==> config.mk <==
export PLATFORM = sky130hd
export DESIGN_NAME = fwd_arbiter
export DESIGN_NICKNAME = d
export VERILOG_FILES = /design/src/fwd_arb_pkg.sv /design/src/fwd_arbiter.sv /design/src/rr_grant.sv
export SDC_FILE = /design/constraint.sdc
export NUM_CORES = 1
export LEC_CHECK = 0
export ABC_AREA = 1
export BUFFER_PORTS_ARGS = -buffer_cell sky130_fd_sc_hd__buf_2
export CAP_MARGIN = 5
export CORE_UTILIZATION = 45
export CTS_CLUSTER_SIZE = 30
export DETAILED_ROUTE_END_ITERATION = 6
export GPL_TIMING_DRIVEN = 0
export PLACE_DENSITY = 0.76
export SLEW_MARGIN = 20
export SYNTH_ARGS = -nofsm -noshare
export SYNTH_HDL_FRONTEND = slang
export SYNTH_SLANG_ARGS = --single-unit
==> constraint.sdc <==
create_clock -name clk -period 2.7 [get_ports clk]
set_input_delay 0.135 -clock clk [delete_from_list [all_inputs] [get_ports clk]]
set_output_delay 0.135 -clock clk [all_outputs]
set_load 0.01 [all_outputs]
==> src/fwd_arb_pkg.sv <==
// constants, types and register layout of the video forwarding arbiter
// assumes one 100 MHz clock and an 8-bit register port
`default_nettype none

package fwd_arb_pkg;

	// ***********************************************************
	// sizes
	// ***********************************************************
	localparam int NPORT = 4;                 // receive ports
	localparam int PW    = 32;                // packet word width

	// ***********************************************************
	// register offsets
	// ***********************************************************
	localparam logic [7:0] ADDR_PORT_CTRL = 8'h20; // per-port block bits
	localparam logic [7:0] ADDR_POLICY    = 8'h21; // forwarding policy
	localparam logic [7:0] ADDR_STATUS    = 8'h22; // lockstep status
	localparam logic [7:0] ADDR_IRQ_STS   = 8'h30; // sticky events
	localparam logic [7:0] ADDR_IRQ_MASK  = 8'h31; // event mask

	// ***********************************************************
	// field positions
	// ***********************************************************
	localparam int PORT_BLOCK_LO = 4;         // rx0_forward_block .. rx3
	localparam int POL_SWR_BIT   = 6;         // sync_send_when_ready
	localparam int POL_MODE_LO   = 2;         // out0_lockstep_mode 3:2
	localparam int POL_RR_BIT    = 0;         // out0_best_effort_en
	localparam int STS_LOST_BIT  = 2;         // out0_lockstep_lost
	localparam int STS_OK_BIT    = 0;         // out0_lockstep_ok
	localparam int IRQ_LOST_BIT  = 0;         // lockstep lost event
	localparam int IRQ_OK_BIT    = 1;         // lockstep gained event

	// ***********************************************************
	// values after reset
	// ***********************************************************
	localparam logic [7:0] PORT_CTRL_RST = 8'hf0; // all ports blocked
	localparam logic [7:0] POLICY_RST    = 8'h03; // best effort on
	localparam logic [7:0] IRQ_MASK_RST  = 8'h00; // all masked

	// ***********************************************************
	// timing
	// ***********************************************************
	localparam int CLK_PERIOD_NS = 10;        // 100 MHz
	localparam int SYNC_WAIT_NS  = 10000;     // stall before loss
	localparam int SYNC_WAIT_CYC =
		(SYNC_WAIT_NS + CLK_PERIOD_NS - 1) / CLK_PERIOD_NS;
	localparam int WAIT_W = 10;               // timer width

	// ***********************************************************
	// types
	// ***********************************************************
	typedef enum logic [1:0] {
		LS_OFF        = 2'b00,
		LS_BASIC      = 2'b01,
		LS_INTERLEAVE = 2'b10,
		LS_CONCAT     = 2'b11
	} lockstep_mode_t;

	// one packet at the head of a receive port
	typedef struct packed {
		logic          is_long;   // video line, else sync short packet
		logic          frame_end; // short packet closing a frame
		logic [PW-1:0] payload;
	} rx_pkt_t;

	// one packet handed to the transmitter
	typedef struct packed {
		logic [1:0] port;         // source receive port
		logic       concat;       // part of a concatenated line
		rx_pkt_t    pkt;
	} tx_pkt_t;

endpackage

`default_nettype wire

==> src/fwd_arbiter.sv <==
// multi-port video forwarding arbiter: four receive ports onto one
// output, best effort or lockstep, with its control/status registers
// assumes receive ports and transmitter are logic on the same clock
//
// Strobed register access was decided locally.
`timescale 1ns/1ps
`default_nettype none

module fwd_arbiter (
	input  wire logic                           clk,
	input  wire logic                           rst_n,
	input  wire logic                           ce,
	// register port
	input  wire logic [7:0]                     reg_addr,
	input  wire logic [7:0]                     reg_wdata,
	input  wire logic                           reg_wr,
	input  wire logic                           reg_rd,
	output logic      [7:0]                     reg_rdata,
	// receive ports
	input  wire logic [3:0]                     rx_valid,
	input  wire fwd_arb_pkg::rx_pkt_t [3:0]     rx_pkt,
	output logic      [3:0]                     rx_ready,
	// transmitter side
	output logic                                tx_valid,
	output fwd_arb_pkg::tx_pkt_t                tx_pkt,
	input  wire logic                           tx_ready,
	// interrupt
	output logic                                irq
);
	import fwd_arb_pkg::*;

	// ***********************************************************
	// registers
	// ***********************************************************
	logic [7:0]        port_ctrl_r;   // block bits in 7:4
	logic [7:0]        policy_r;      // forwarding_policy_ctrl
	logic              lost_r;        // out0_lockstep_lost
	logic              ok_r;          // lockstep achieved
	logic [1:0]        irq_sts_r;     // sticky events
	logic [1:0]        irq_mask_r;    // event enables
	logic [7:0]        rdata_r;       // read data, one cycle late

	// ***********************************************************
	// forwarding state
	// ***********************************************************
	logic [3:0]        sent_r;        // ports served this round
	logic              kind_long_r;   // kind of round's first packet
	logic              kind_end_r;    // frame end flag of first packet
	logic              round_bad_r;   // mismatch or stall timeout seen this round
	logic              frame_done_r;  // one synced frame delivered
	logic [WAIT_W-1:0] wait_r;        // stall timer
	logic              tx_valid_r;    // output stage full
	tx_pkt_t           tx_pkt_r;      // output stage data

	// ***********************************************************
	// decoded controls
	// ***********************************************************
	lockstep_mode_t    mode;          // selected lockstep variant
	logic              sync_on;       // any lockstep mode
	logic              rr_on;         // best effort active
	logic              swr_eff;       // send-when-ready in force
	logic [3:0]        enabled;       // ports taking part
	logic [3:0]        pending;       // enabled and not yet served
	logic              all_ready;     // every pending port has data
	logic              out_free;      // output stage can load
	logic [3:0]        eligible;      // ports allowed to go now
	logic [3:0]        grant;         // arbiter winner
	logic              take;          // a packet moves this cycle
	logic [1:0]        sel;           // index of the winner
	rx_pkt_t           head;          // winner's packet
	logic              round_first;   // first take of a round
	logic              mismatch;      // take differs from round kind
	logic              round_end;     // this take closes the round
	logic              timeout;       // stall reached the limit
	logic              loss;          // loss of lockstep detected
	logic              ok_rise;       // lockstep just gained
	logic              rd_status;     // status register read

	// one-hot to index
	function automatic logic [1:0] idx_of(input logic [3:0] oh);
		logic [1:0] r;
		r = 2'h0;
		for (int i = 0; i < NPORT; i++)
			if (oh[i])
				r = 2'(i);
		return r;
	endfunction

	// ***********************************************************
	// mode decode
	// ***********************************************************
	// mode field
	assign mode    = lockstep_mode_t'(policy_r[POL_MODE_LO +: 2]);
	assign sync_on = (mode != LS_OFF);
	// lockstep wins should software set both anyway
	assign rr_on   = policy_r[POL_RR_BIT] & ~sync_on;
	assign swr_eff = sync_on & policy_r[POL_SWR_BIT] &
		(mode != LS_CONCAT);
	// cleared block bit lets a port forward
	assign enabled = ~port_ctrl_r[PORT_BLOCK_LO +: NPORT];

	assign pending   = enabled & ~sent_r;
	assign all_ready = (&(rx_valid | ~pending)) & (|pending);
	assign out_free  = ~tx_valid_r | tx_ready;
	assign rd_status = reg_rd & (reg_addr == ADDR_STATUS);

	// ***********************************************************
	// eligibility per port
	// ***********************************************************
	always_comb begin
		for (int i = 0; i < NPORT; i++) begin
			if (!out_free)
				eligible[i] = 1'b0;       // output stalled
			else if (rr_on)
				eligible[i] = enabled[i] & rx_valid[i];
			else if (sync_on)
				// wait for all; long lines may go early
				eligible[i] = pending[i] & rx_valid[i] &
					(all_ready | (swr_eff & rx_pkt[i].is_long));
			else
				// nothing forwarded with no mode on
				eligible[i] = 1'b0;
		end
	end

	// ***********************************************************
	// arbiter and handshakes
	// ***********************************************************
	// round-robin order among eligible ports
	rr_grant u_rr (
		.clk   (clk),
		.rst_n (rst_n),
		.ce    (ce),
		.req   (eligible),
		.grant (grant)
	);

	assign take     = |grant;
	assign rx_ready = ce ? grant : 4'h0;
	assign sel      = idx_of(grant);
	assign head     = rx_pkt[sel];

	// round bookkeeping terms
	assign round_first = sync_on & take & ~(|sent_r);
	assign mismatch    = sync_on & take & ~round_first &
		((head.is_long != kind_long_r) |
		 (head.frame_end != kind_end_r));
	assign round_end   = sync_on & take &
		((sent_r | grant) == enabled);
	assign timeout     = sync_on &
		(wait_r == WAIT_W'(SYNC_WAIT_CYC - 1));
	assign loss        = mismatch | timeout;
	assign ok_rise     = round_end & ~round_bad_r & ~mismatch & ~ok_r;

	// ***********************************************************
	// output stage
	// ***********************************************************
	// data leave from flops; loads only when the stage is free
	always_ff @(posedge clk or negedge rst_n) begin
		if (!rst_n) begin
			tx_valid_r <= 1'b0;
			tx_pkt_r   <= '0;
		end else if (ce && out_free) begin
			tx_valid_r <= take;
			if (take) begin
				tx_pkt_r.port   <= sel;
				tx_pkt_r.concat <= (mode == LS_CONCAT);
				tx_pkt_r.pkt    <= head;
			end
		end
	end

	assign tx_valid = tx_valid_r;
	assign tx_pkt   = tx_pkt_r;

	// ***********************************************************
	// round tracking
	// ***********************************************************
	// a round is one packet from each enabled port
	always_ff @(posedge clk or negedge rst_n) begin
		if (!rst_n) begin
			sent_r      <= 4'h0;
			kind_long_r <= 1'b0;
			kind_end_r  <= 1'b0;
			round_bad_r <= 1'b0;
		end else if (ce) begin
			if (!sync_on) begin
				// leaving lockstep drops a half round
				sent_r      <= 4'h0;
				round_bad_r <= 1'b0;
			end else if (round_end) begin
				sent_r      <= 4'h0;
				round_bad_r <= 1'b0;
			end else if (take) begin
				sent_r <= sent_r | grant;
				if (round_first) begin
					kind_long_r <= head.is_long;
					kind_end_r  <= head.frame_end;
				end
				if (mismatch)
					round_bad_r <= 1'b1;
			end else if (timeout) begin
				round_bad_r <= 1'b1;
			end
		end
	end

	// ***********************************************************
	// stall timer
	// ***********************************************************
	// counts while a lockstep round waits on a missing port;
	// a stuck port would otherwise hide the loss forever
	always_ff @(posedge clk or negedge rst_n) begin
		if (!rst_n)
			wait_r <= '0;
		else if (ce) begin
			if (!sync_on || take || timeout)
				wait_r <= '0;
			else if ((|sent_r) || (|(rx_valid & pending)))
				wait_r <= wait_r + WAIT_W'(1);
			else
				wait_r <= '0;
		end
	end

	// ***********************************************************
	// lockstep status
	// ***********************************************************
	// ok after a clean round, dropped on any loss
	always_ff @(posedge clk or negedge rst_n) begin
		if (!rst_n)
			ok_r <= 1'b0;
		else if (ce) begin
			if (!sync_on || loss)
				ok_r <= 1'b0;
			else if (round_end && !round_bad_r)
				ok_r <= 1'b1;
		end
	end

	// a frame counts once its closing round was clean
	always_ff @(posedge clk or negedge rst_n) begin
		if (!rst_n)
			frame_done_r <= 1'b0;
		else if (ce) begin
			if (!sync_on)
				frame_done_r <= 1'b0;
			// a lone enabled port opens and closes its round at once,
			// so the stored kind is not loaded yet on that take
			else if (round_end && !round_bad_r && !mismatch &&
				(round_first || kind_end_r) && head.frame_end)
				frame_done_r <= 1'b1;
		end
	end

	// lost only after a delivered frame; read clears
	// a loss in the read cycle still sets
	always_ff @(posedge clk or negedge rst_n) begin
		if (!rst_n)
			lost_r <= 1'b0;
		else if (ce) begin
			if (loss && frame_done_r)
				lost_r <= 1'b1;
			else if (rd_status)
				lost_r <= 1'b0;
		end
	end

	// ***********************************************************
	// control registers
	// ***********************************************************
	// blocked at reset; mode off, best effort on
	always_ff @(posedge clk or negedge rst_n) begin
		if (!rst_n) begin
			port_ctrl_r <= PORT_CTRL_RST;
			policy_r    <= POLICY_RST;
			irq_mask_r  <= IRQ_MASK_RST[1:0];
		end else if (ce && reg_wr) begin
			case (reg_addr)
				ADDR_PORT_CTRL: port_ctrl_r <= reg_wdata;
				ADDR_POLICY:    policy_r    <= reg_wdata;
				ADDR_IRQ_MASK:  irq_mask_r  <= reg_wdata[1:0];
				default: ;      // other offsets ignore writes here; irq status clears below
			endcase
		end
	end

	// ***********************************************************
	// interrupt status
	// ***********************************************************
	// sticky events, write one to clear, set wins over clear
	always_ff @(posedge clk or negedge rst_n) begin
		if (!rst_n)
			irq_sts_r <= 2'h0;
		else if (ce) begin
			for (int i = 0; i < 2; i++) begin
				if ((i == IRQ_LOST_BIT && loss && frame_done_r) ||
					(i == IRQ_OK_BIT && ok_rise))
					irq_sts_r[i] <= 1'b1;
				else if (reg_wr && reg_addr == ADDR_IRQ_STS &&
					reg_wdata[i])
					irq_sts_r[i] <= 1'b0;
			end
		end
	end

	// level output, high while an enabled event is pending
	assign irq = |(irq_sts_r & irq_mask_r);

	// ***********************************************************
	// read path
	// ***********************************************************
	// data stand for the one cycle after the strobe only
	always_ff @(posedge clk or negedge rst_n) begin
		if (!rst_n)
			rdata_r <= 8'h00;
		else if (ce) begin
			rdata_r <= 8'h00;
			if (reg_rd) begin
				case (reg_addr)
					ADDR_PORT_CTRL: rdata_r <= port_ctrl_r;
					ADDR_POLICY:    rdata_r <= policy_r;
					ADDR_STATUS: begin
						rdata_r[STS_LOST_BIT] <= lost_r;
						rdata_r[STS_OK_BIT]   <= ok_r & sync_on;
					end
					ADDR_IRQ_STS:   rdata_r <= {6'h00, irq_sts_r};
					ADDR_IRQ_MASK:  rdata_r <= {6'h00, irq_mask_r};
					default:        rdata_r <= 8'h00; // unmapped
				endcase
			end
		end
	end

	assign reg_rdata = rdata_r;

endmodule // fwd_arbiter

`default_nettype wire

==> src/rr_grant.sv <==
// round-robin one-hot grant among four requesters
// assumes requests are stable within the cycle they are granted
`timescale 1ns/1ps
`default_nettype none

module rr_grant (
	input  wire logic       clk,
	input  wire logic       rst_n,
	input  wire logic       ce,
	input  wire logic [3:0] req,
	output logic      [3:0] grant
);
	import fwd_arb_pkg::*;

	// ***********************************************************
	// priority pointer
	// ***********************************************************
	logic [1:0] ptr_r;   // requester with top priority

	// first request at or after the pointer, one-hot
	function automatic logic [3:0] pick(input logic [3:0] r,
		input logic [1:0] p);
		logic [3:0] g;
		logic [1:0] k;
		g = 4'h0;
		for (int i = 3; i >= 0; i--) begin
			k = p + 2'(i);
			if (r[k])
				g = 4'h1 << k;
		end
		return g;
	endfunction

	// combinational so the winner is taken in the same cycle
	always_comb begin
		grant = pick(req, ptr_r);
	end

	// move the pointer past the last winner for fairness
	always_ff @(posedge clk or negedge rst_n) begin
		if (!rst_n)
			ptr_r <= 2'h0;
		else if (ce && |grant) begin
			for (int i = 0; i < NPORT; i++)
				if (grant[i])
					ptr_r <= 2'(i + 1);
		end
	end

endmodule // rr_grant

`default_nettype wire

# Yosys cells after proc, flatten, opt, wreduce, memory -nomap -nowiden
# Index checks and enable logic that the tools add are counted.
[op_classes]
n_addsub = 4
order_cmp = 5
n_eq_ne = 15
shift = 4
n_mux = 59
bitwise_logic = 54
n_reduce_logical = 44
[op_table]
columns = ["op", "count"]
rows = [
  ["$bmux W34 S2", 1],
  ["$eq A8 B6 Y1 const B", 5],
  ["$mux W34", 1],
  ["$mux W1", 32],
  ["$mux W4", 8],
  ["$and A1 B1 Y1", 31],
  ["$reduce_and A2 Y1", 11],
  ["$mux W10", 2],
  ["$reduce_or A4 Y1", 4],
  ["$shl A1 B2 Y4 const A", 4],
  ["$lt A2 B3 Y1 const B", 5],
  ["$mux W2", 6],
  ["$not A4 Y4", 3],
  ["$logic_and A1 B1 Y1", 11],
  ["$add A10 B1 Y10 const B", 1],
  ["$eq A10 B10 Y1 const B", 1],
  ["$pmux W5 S2", 1],
  ["$reduce_bool A2 Y1", 5],
  ["$and A4 B4 Y4", 2],
  ["$bmux W1 S2", 4],
  ["$mux W8", 1],
  ["$not A1 Y1", 8],
  ["$or A4 B4 Y4", 2],
  ["$or A1 B1 Y1", 7],
  ["other kinds (21)", 29],
]
[word_totals]
reg_bits = 88
in_bits = 162
output_inout_bits = 51
wordCells = 206

# Longest topological paths before layout
# Gate-level depths: netlist of the first run.
[depth]
depth_word = 31
ltp_mapped = 28
ltp_nobuf = 28

# Cells and area by module
# From an unflattened synthesis of the first run, not the netlist that was laid out.
[unflattened]
hier_cells = 755
area_unflattened_um2 = 5505.3
[modules_own_cells]
columns = ["module", "instances", "cells_per_inst", "area_per_inst_um2", "seq_area_each_um2"]
rows = [
  ["fwd_arbiter", 1, 664, 4949.7, 2159.6],
  ["rr_grant", 1, 91, 555.5, 50.0],
]

# Least setup slack after synthesis of the first run
# Ideal clock, no wire load.
[synth_path]
kind = "register to register"
startpoint = "reg port_ctrl_r[4]"
endpoint = "reg tx_pkt_r (netlist bit tx_pkt[6])"
setup_time_ps = 129
arrival_time_ps = 2531
required_time_ps = 2571
slack_ps = 41
stages_incl_launch_ff = 23
n_path_buf = 2
synth_period_minus_slack_ps = 2659
cell_sequence = "dfstp_2 > nor2_1 > nand2_1 > nand2_1 > nor2_1 > nand2_2 > nand2_1 > nand2_1 > nand2_1 > nand3_1 > nand3_2 > nand2_2 > or2_1 > nand3_1 > nand2_1 > nand2_4 > nand2_4 > nor3_4 > nor2_2 > buf_6 > buf_2 > nor2_1 > a31oi_1"
[synth_between]
elab_chain_cells = 22
word_cells_on_any_way = 48
cone_classes = "mux: 29; bitwise: 15; reduce/logical: 4"
[synth_lines]
columns = ["item", "line_no", "source"]
rows = [
  ["from (decl)", "fwd_arbiter.sv:35", "logic [7:0] port_ctrl_r;"],
  ["from (signal assigned)", "fwd_arbiter.sv:280", "ADDR_PORT_CTRL: port_ctrl_r <= reg_wdata;"],
  ["$not A4 Y4 *", "fwd_arbiter.sv:100", "assign enabled = ~port_ctrl_r[PORT_BLOCK_LO +: NPORT];"],
  ["$and A4 B4 Y4", "fwd_arbiter.sv:102", "assign pending = enabled & ~sent_r;"],
  ["$not A4 Y4", "fwd_arbiter.sv:103", "assign all_ready = (&(rx_valid | ~pending)) & (|pending);"],
  ["$or A4 B4 Y4", "fwd_arbiter.sv:103", ""],
  ["$reduce_and A4 Y1", "fwd_arbiter.sv:103", ""],
  ["$and A1 B1 Y1", "fwd_arbiter.sv:103", ""],
  ["$or A1 B1 Y1", "fwd_arbiter.sv:119", "(all_ready | (swr_eff & rx_pkt[i].is_long));"],
  ["$and A1 B1 Y1", "fwd_arbiter.sv:118", "eligible[i] = pending[i] & rx_valid[i] &"],
  ["(+3 left out)", "--", ""],
  ["$bmux W1 S2", "rr_grant.sv:28", "if (r[k])"],
  ["$mux W1 (not written as such)", "rr_grant.sv:28", ""],
  ["$mux W4 (3 in series)", "rr_grant.sv:28", ""],
  ["$mux W4 *", "rr_grant.sv:28", ""],
  ["$mux W1", "fwd_arbiter.sv:84", "if (oh[i])"],
  ["$mux W2 (2 in series)", "fwd_arbiter.sv:84", ""],
  ["$bmux W34 S2", "fwd_arbiter.sv:141", "assign head = rx_pkt[sel];"],
  ["$mux W34 (not written as such)", "fwd_arbiter.sv:141", ""],
  ["to (decl)", "fwd_arbiter.sv:53", "tx_pkt_t tx_pkt_r;"],
]
# Every way passes the cells marked *; elsewhere a longest branch is shown, timed or not. The select of a mux whose other input is x is not followed.
# A chain may end at the register's enable or synchronous reset.

# Worst setup path after layout of the first run
[layout_path]
startpoint = "reg sent_r[2]"
endpoint = "reg tx_pkt_r (netlist bit tx_pkt[30])"
[layout_between]
elab_chain_cells = 22
word_cells_on_any_way = 47
cone_classes = "mux: 29; bitwise: 14; reduce/logical: 4"
[layout_lines]
columns = ["item", "line_no", "source"]
rows = [
  ["from (decl)", "fwd_arbiter.sv:46", "logic [3:0] sent_r;"],
  ["from (signal assigned)", "fwd_arbiter.sv:195", "sent_r <= sent_r | grant;"],
  ["$not A4 Y4 *", "fwd_arbiter.sv:102", ""],
  ["$and A4 B4 Y4 *", "fwd_arbiter.sv:102", ""],
  ["$not A4 Y4", "fwd_arbiter.sv:103", ""],
  ["$or A4 B4 Y4", "fwd_arbiter.sv:103", ""],
  ["$reduce_and A4 Y1", "fwd_arbiter.sv:103", ""],
  ["$and A1 B1 Y1", "fwd_arbiter.sv:103", ""],
  ["$or A1 B1 Y1", "fwd_arbiter.sv:119", ""],
  ["$and A1 B1 Y1", "fwd_arbiter.sv:118", ""],
  ["(+3 left out)", "--", ""],
  ["$bmux W1 S2", "rr_grant.sv:28", ""],
  ["$mux W1 (not written as such)", "rr_grant.sv:28", ""],
  ["$mux W4 (3 in series)", "rr_grant.sv:28", ""],
  ["$mux W4 *", "rr_grant.sv:28", ""],
  ["$mux W1", "fwd_arbiter.sv:84", ""],
  ["$mux W2 (2 in series)", "fwd_arbiter.sv:84", ""],
  ["$bmux W34 S2", "fwd_arbiter.sv:141", ""],
  ["$mux W34 (not written as such)", "fwd_arbiter.sv:141", ""],
]
# Marks and branches as above.

==> impl_metrics.py, run 1 <==
metrics = {
    "run_status": {
        "status": "finished, violations left",
        "failed_checks": "negative setup slack",
    },
    "placed_design": {
        "placed_area_sq_mm": 0.00683,
        "gp_congestion": 0.963,
        "place_inst": 1130,
        "dp_hpwl_um": 13400,
        "io_buffers": 212,
    },
    "floorplan": {
        "coreArea_sq_mm": 0.0120,
        "die_w_um": 113,
        "die_area_sq_mm": 0.0128,
        "rows": 40,
        "start_util_pct": 46.2,
        "ios": 213,
        "die_h_um": 113,
    },
    "timing": {
        "fmax_mhz": 308,
        "setup_slack_ns": -0.549,
        "finalSetupViolations": 66,
        "timing.final.hold_violations": 0,
        "tightest_slew_ns": 0.762,
        "post-route-period-util_pct": 120,
        "rsz0062_at_grt": "true",
        "finClkSkew_ns": 0.00803,
        "hold_ws_ns": 0.0224,
        "slew_viol_final": 0,
        "fin_crit_ns": 3.25,
        "slew_headroom_pct": 49.2,
    },
    "clock_tree": {
        "path_clk_slew_ns": 0.07,
        "numCtsBuffers": 9,
        "cts_num_sinks": 88,
        "clk_path_buf_depth": 2,
        "ctsRootBufferMaster": "clkbuf_16",
        "cts_max_level": 3,
        "cts_tree": "built",
        "clkLatencyLatePin_ns": 0.35,
    },
    "drt": {
        "drt-total-wl_um": 21200,
        "drc_errors": 0,
        "num_vias": 6765,
        "dr.pass1.iters": 5,
        "via_per_inst": 5.68,
        "first_iter_violations": 578,
        "route.detailed.wl_per_inst_um": 17.8,
        "ant_nets": 0,
    },
    "final_layout": {
        "seqCellArea_sq_mm": 0.00222,
        "final_layout_size_suffix_gt1_share_pct": 43.3,
        "syn_to_final_growth_pct": 50.9,
        "stdcell_area_sq_mm": 0.00838,
        "antennaDiodeCount": 0,
        "fin_util_pct": 69.7,
        "layout_common_cells": "211 x buf_2, 113 x nand2_1, 106 x nor2_1",
        "stdcell_count": 1192,
        "multi_input_area_sq_mm": 0.00354,
        "n_fill_cell": 947,
        "nets": 1210,
        "final_common_cell": "buf_2",
    },
    "global_routing": {
        "grt-busiest-layer": "met2",
        "grt_use_met1_pct": 38.4,
        "grt_usage_pct": 29.5,
        "use_met2_pct": 50.3,
        "antenna_found_initial": 0,
        "grtUsageMet3_pct": 4.66,
        "first_global_vias": 6055,
        "grt_max_degree": 51,
        "gr-total-overflow": 0,
        "grt_pass1_wl_um": 29700,
    },
    "critical_path": {
        "cp_max_fo": 6,
        "critPathKind": "reg2reg",
        "startpoint_type": "register",
        "crit_arrival_ns": 3.50,
        "end_kind": "register",
        "crit_required_ns": 2.95,
    },
    "flow_run": {
        "maxCapViolations": 0,
    },
    "yosys": {
        "postSynth.asyncResetShare_pct": 100,
        "yosysWarnings": 0,
        "synth_seq_cells": 88,
        "yosys.area.top_type_share_pct": 37.0,
        "yosysSeqAreaShare_pct": 39.8,
        "ys_types": 43,
        "synthFlopType": "dfrtp_1",
        "syn_area_per_cell_sq_um": 7.21,
        "synth_nets": 940,
        "synth_largest_area_cell": "dfrtp_1",
        "synthTopCellsByArea": "dfrtp_1 37%, nand2_1 10%, o21ai_0 9.8%, nor2_1 9.1%, inv_1 4.6%",
        "synth_area_sq_mm": 0.00555,
        "synth_edf_count": 0,
        "syn_inst": 770,
    },
    "power": {
        "power.density_mw_per_mm2": 1580,
        "leakagePower_nw": 4.06,
        "peakVddDrop_mv": 1.29,
    },
    "worst_hold_path": {
        "hold_path_class": "in2reg",
    },
}
-- metal layers --
metal	wire length [um]	share of wire, %
met4	996	4.7
met2	10500	50
met3	1420	6.7
met1	8270	39
met5	0	0
-- worst max-delay path: stages (launching register included) --
cell	delay, ns
dfrtp_1	0.44
nor2_2	0.18
nand2_1	0.09
nand2_1	0.09
nor2_2	0.05
nand2_2	0.11
nand2_1	0.07
nand2_1	0.07
nand2_2	0.10
nand3_4	0.11
nand3_4	0.10
buf_4	0.15
nand3_1	0.09
nand3_1	0.13
nand2_2	0.14
nand2_4	0.10
nand2_8	0.12
nor3_4	0.05
buf_6	0.13
nor2_4	0.25
buf_12	0.19
buf_8	0.12
nor2_1	0.05
a31oi_1	0.20
-- state kept, by name, summed over array words and instances (netlist names), 2 cells and up --
register	flops
irq_mask_r	2
irq_sts_r	2
policy_r	8
port_ctrl_r	8
reg_rdata	8
sent_r	4
tx_pkt	37
u_rr.ptr_r	2
wait_r	10
-- timing repair --
| item | in CTS | in global routing |
|---|---|---|
| resized for setup | 109 | 126 |
| endpoints found under the hold margin | 38 | 0 |
| buffers inserted | 24 | 15 |
| hold buffers | 1 | 0 |
| pin swaps | 29 | 18 |
| setup endpoints to repair | 66 | 66 |
| cloned | 2 | 4 |
-- path summary, 6_finish.rpt --
check / start / end / slack (ns) / cells after the start
hold / removal: reg_rd / reg_rdata[2] / 0.02 / 3
max in group asynchronous: rst_n / port_ctrl_r[7] / 1.80 / 3
setup / recovery: sent_r[2] / tx_pkt[30] / -0.55 / 23
setup reg to reg: sent_r[2] / tx_pkt[30] / -0.55 / 23
hold reg to reg: ok_r / irq_sts_r[1] / 0.47 / 1
min in group asynchronous: rst_n / tx_pkt[24] / 0.26 / 2
-- final cells by class --
cell class                 count  area share (%)
clock inverter                 7            1.06
sequential                    88            26.5
timing repair buffer         258            18.5
multi-input combinational    579            42.3
clock buffer                   9            2.69
inverter                      72            3.45
tap                          147            2.20
buffer                        32            3.36
-- synthesized netlist by cell type (9+ instances only) --
library cell,number
o21bai_1,30
nand3_1,42
nand2_1,152
inv_1,68
a31oi_1,29
nor2_1,134
dfrtp_1,82
a21oi_1,10
o21ai_0,109
clkbuf_1,14
buf_2,9
-- logic make-up (layout without fill, tap and decap cells) --
group / after synthesis / in the layout / synth area share (%)
xor+xnor: 4 / 4 / 0.631
fa+ha+maj: 8 / 8 / 1.80
buf+inv: 104 / 378 / 8.09
flops: 88 / 88 / 39.8
simple gates: 356 / 357 / 27.0
compound gates: 210 / 210 / 22.7
-- metrics by stage --
stage,setup TNS [ns],power [mW],setup WS (ns)
6_report,-26.70,13.3,-0.549
5_1_grt,-33.79,14.1,-0.683
4_1_cts,-9.34,11.5,-0.205
3_5_place_dp,-29.52,8.90,-0.621
3_3_place_gp,-27.60,8.78,-0.556
2_1_floorplan,0,6.94,0.0408
-- where the power goes --
group          internal [mW]  switching (mW)  total (mW)
combinational           4.10            5.85        9.95
clock                  0.737           0.595        1.33
sequential              1.71           0.265        1.97
total                   6.55            6.71        13.3
No activity file was read; power rests on OpenSTA's default activity.
==> run 2, diff against run 1 <==
- CORE_MARGIN: unset -> 2
- SYNTH_HIERARCHICAL: unset -> 1
- clock period: 2.7 -> 2.8 ns (I/O delays scaled with it)
==> impl_metrics.py, run 2 <==
metrics = {
    "clock_tree": {
        "cts_max_level": 3,
        "path_clk_slew_ns": 0.07,
        "cts_tree": "built",
        "cts_num_sinks": 88,
        "clk_path_buf_depth": 2,
        "clkLatencyLatePin_ns": 0.35,
        "ctsRootBufferMaster": "clkbuf_16",
        "numCtsBuffers": 9,
    },
    "timing": {
        "tightest_slew_ns": 0.690,
        "timing.final.hold_violations": 0,
        "fmax_mhz": 307,
        "slew_viol_final": 0,
        "post-route-period-util_pct": 116,
        "finalSetupViolations": 64,
        "fin_crit_ns": 3.26,
        "rsz0062_at_grt": "true",
        "finClkSkew_ns": 0.0102,
        "slew_headroom_pct": 54.0,
        "setup_slack_ns": -0.462,
    },
    "final_layout": {
        "antennaDiodeCount": 0,
        "layout_common_cells": "215 x buf_2, 151 x nand2_1, 87 x nor2_1",
        "stdcell_count": 1165,
        "final_layout_size_suffix_gt1_share_pct": 42.1,
        "syn_to_final_growth_pct": 44.3,
        "stdcell_area_sq_mm": 0.00794,
        "nets": 1184,
        "largest_reg_flops": 37,
        "final_common_cell": "buf_2",
        "n_fill_cell": 988,
    },
    "placed_design": {
        "pre_cts_slack_ns": -0.687,
        "dp_hpwl_um": 13200,
        "placed_area_sq_mm": 0.00684,
        "place_inst": 1115,
        "gp_congestion": 0.876,
        "io_buffers": 212,
    },
    "yosys": {
        "synth_common_cells": "180 x nand2_1, 94 x nor2_1, 89 x o21ai_0, 82 x dfrtp_1, 54 x inv_1",
        "synthFlopType": "dfrtp_1",
        "synth_seq_cells": 88,
        "yosys.area.top_type_share_pct": 37.3,
        "syn_area_per_cell_sq_um": 7.29,
        "yosysSeqAreaShare_pct": 40.1,
        "synth_nets": 926,
        "synth_area_sq_mm": 0.00551,
        "yosysMostFrequentCell": "nand2_1",
        "synth_edf_count": 0,
        "synthTopCellsByArea": "dfrtp_1 37%, nand2_1 12%, o21ai_0 8.1%, nor2_1 6.4%, inv_1 3.7%",
        "postSynth.asyncResetShare_pct": 100,
        "yosysWarnings": 6,
        "synth_largest_area_cell": "dfrtp_1",
        "ys_types": 35,
        "syn_inst": 755,
    },
    "drt": {
        "route.detailed.wl_per_inst_um": 16.2,
        "drc_errors": 0,
        "ant_nets": 0,
        "dr.pass1.iters": 5,
        "via_per_inst": 5.49,
        "drt-total-wl_um": 18800,
        "first_iter_violations": 556,
        "num_vias": 6400,
    },
    "floorplan": {
        "ios": 213,
        "start_util_pct": 46.0,
        "die_h_um": 115,
        "die_w_um": 115,
        "rows": 40,
        "die_area_sq_mm": 0.0131,
        "coreArea_sq_mm": 0.0120,
    },
    "global_routing": {
        "antenna_found_initial": 0,
        "grt_max_degree": 52,
        "grt_usage_pct": 27.3,
        "first_global_vias": 5849,
        "gr-total-overflow": 0,
        "grt_pass1_wl_um": 28200,
    },
    "run_status": {
        "status": "finished, violations left",
        "failed_checks": "negative setup slack",
    },
    "critical_path": {
        "cp_slowest_stage_delay_ns": 0.56,
        "cpMaxStageDelayCell": "dfstp_2",
        "crit_top_cell": "nand2_2",
        "worstPathCellList": "nor2_4 -> nand2_1 -> o21ai_1 -> a21oi_1 -> o211ai_1 -> o21ai_0 -> nand2_1 -> a21oi_2 -> nand2_2 -> nand2_2 -> nand2_1 -> nand2_2 -> nand3_1 -> nand2_2 -> nand2_2 -> nand2_4 -> inv_4 -> nand2_4 -> nand2_8 -> buf_12 -> clkbuf_8 -> or2_2 -> o22ai_1 -> a21oi_1",
        "startpoint_type": "register",
        "crit_arrival_ns": 3.49,
        "critPathKind": "reg2reg",
        "crit_required_ns": 3.03,
        "end_kind": "register",
        "cp_max_fo": 6,
    },
    "power": {
        "power.density_mw_per_mm2": 1600,
        "peakVddDrop_mv": 1.28,
        "leakagePower_nw": 4.08,
    },
    "flow_run": {
        "maxCapViolations": 0,
    },
    "worst_hold_path": {
        "hold_path_class": "in2reg",
    },
}
[run 2: cell types whose count changed in the layout (fill, tap and decap cells not counted), moves of 10 or more]
cell,previous run,this run
a21oi_1,7,21
a31oi_1,25,0
buf_6,17,7
inv_1,62,47
nand2_1,113,151
nand3_4,16,2
nor2_1,106,87
o211ai_1,1,11
o21ai_0,94,71
o21bai_1,30,1
o221ai_1,0,10
o22ai_1,3,23
or2_2,1,11
[run 2: cells by family (layout without fill, tap and decap cells)]
| family | count (synthesis) | in the layout | synth area share, % |
|---|---|---|---|
| and+or+nand+nor | 367 | 367 | 29.7 |
| DFF | 88 | 88 | 40.1 |
| xor gates and xnor gates | 7 | 7 | 1.11 |
| buffers and inverters | 98 | 361 | 7.32 |
| adders and majority gates | 9 | 9 | 2.05 |
| AOI/OAI and AO/OA | 186 | 186 | 19.7 |
[run 2: worst paths after layout]
kind,startpoint,to,slack [ns],depth (start not counted)
worst max-delay path,port_ctrl_r[7],tx_pkt[6],-0.46,24
worst min-delay path,reg_wdata[4],port_ctrl_r[4],0.04,3
worst max register to register,port_ctrl_r[7],tx_pkt[6],-0.46,24
worst min register to register,tx_pkt[2],tx_pkt[2],0.48,2
max in group asynchronous,rst_n,port_ctrl_r[7],1.72,3
min in group asynchronous,rst_n,tx_pkt[23],0.37,2
[run 2: layout make-up]
type                    instances  area (sq um)  share of cell area [%]
inverters                      67           273                    3.43
repair buffers                249          1430                    18.0
clock buffers                  12           256                    3.23
well taps                     147           184                    2.32
clock inverters                 4          28.8                   0.362
flip-flops and latches         88          2210                    27.8
plain buffers                  29           317                    3.99
multi-input cells             569          3250                    40.9
[run 2: what timing repair did]
action,4_1_cts,5_1_grt
gates resized for setup,103,57
hold endpoints to repair,50,0
endpoints found under the setup margin,64,66
gates cloned,5,0
pin swaps,33,45
hold buffers,1,0
setup buffers,21,9
[run 2: report_power, final]
part / switching, mW / total (mW) / internal [mW]
clock network: 0.508 / 1.16 / 0.652
logic: 5.44 / 9.61 / 4.17
registers: 0.253 / 1.90 / 1.65
[run 2: layer usage]
layer / global-route usage (%) / vias to the layer above / share of wire, %
li1: - / 3034 / -
met1: 36.4 / 2988 / 41
met2: 44.3 / 316 / 49
met3: 5.19 / 62 / 7.1
met4: 9.84 / 0 / 2.9
met5: 0 / - / 0
[run 2: critical path: cells and delay by family, from the launching register on]
family | cells | cell delay (ns)
buffers and inverters | 3 | 0.35
flip-flops | 1 | 0.56
AO/OA/AOI/OAI | 7 | 0.84
AND/OR/NAND/NOR | 14 | 1.37
[run 2: metrics by stage]
step / utilization [%] / hold slack [ns] / TNS (ns) / total power [mW]
3_3_place_gp: 57.0 / 0.391 / -35.60 / 8.51
4_1_cts: 64.5 / 0.0348 / -17.18 / 11.7
2_1_floorplan: - / -0.156 / -0.894 / 6.72
3_5_place_dp: 57.1 / 0.217 / -37.09 / 8.61
5_1_grt: 66.4 / 0.0519 / -35.37 / 13.5
6_report: 66.4 / 0.0381 / -21.70 / 12.7
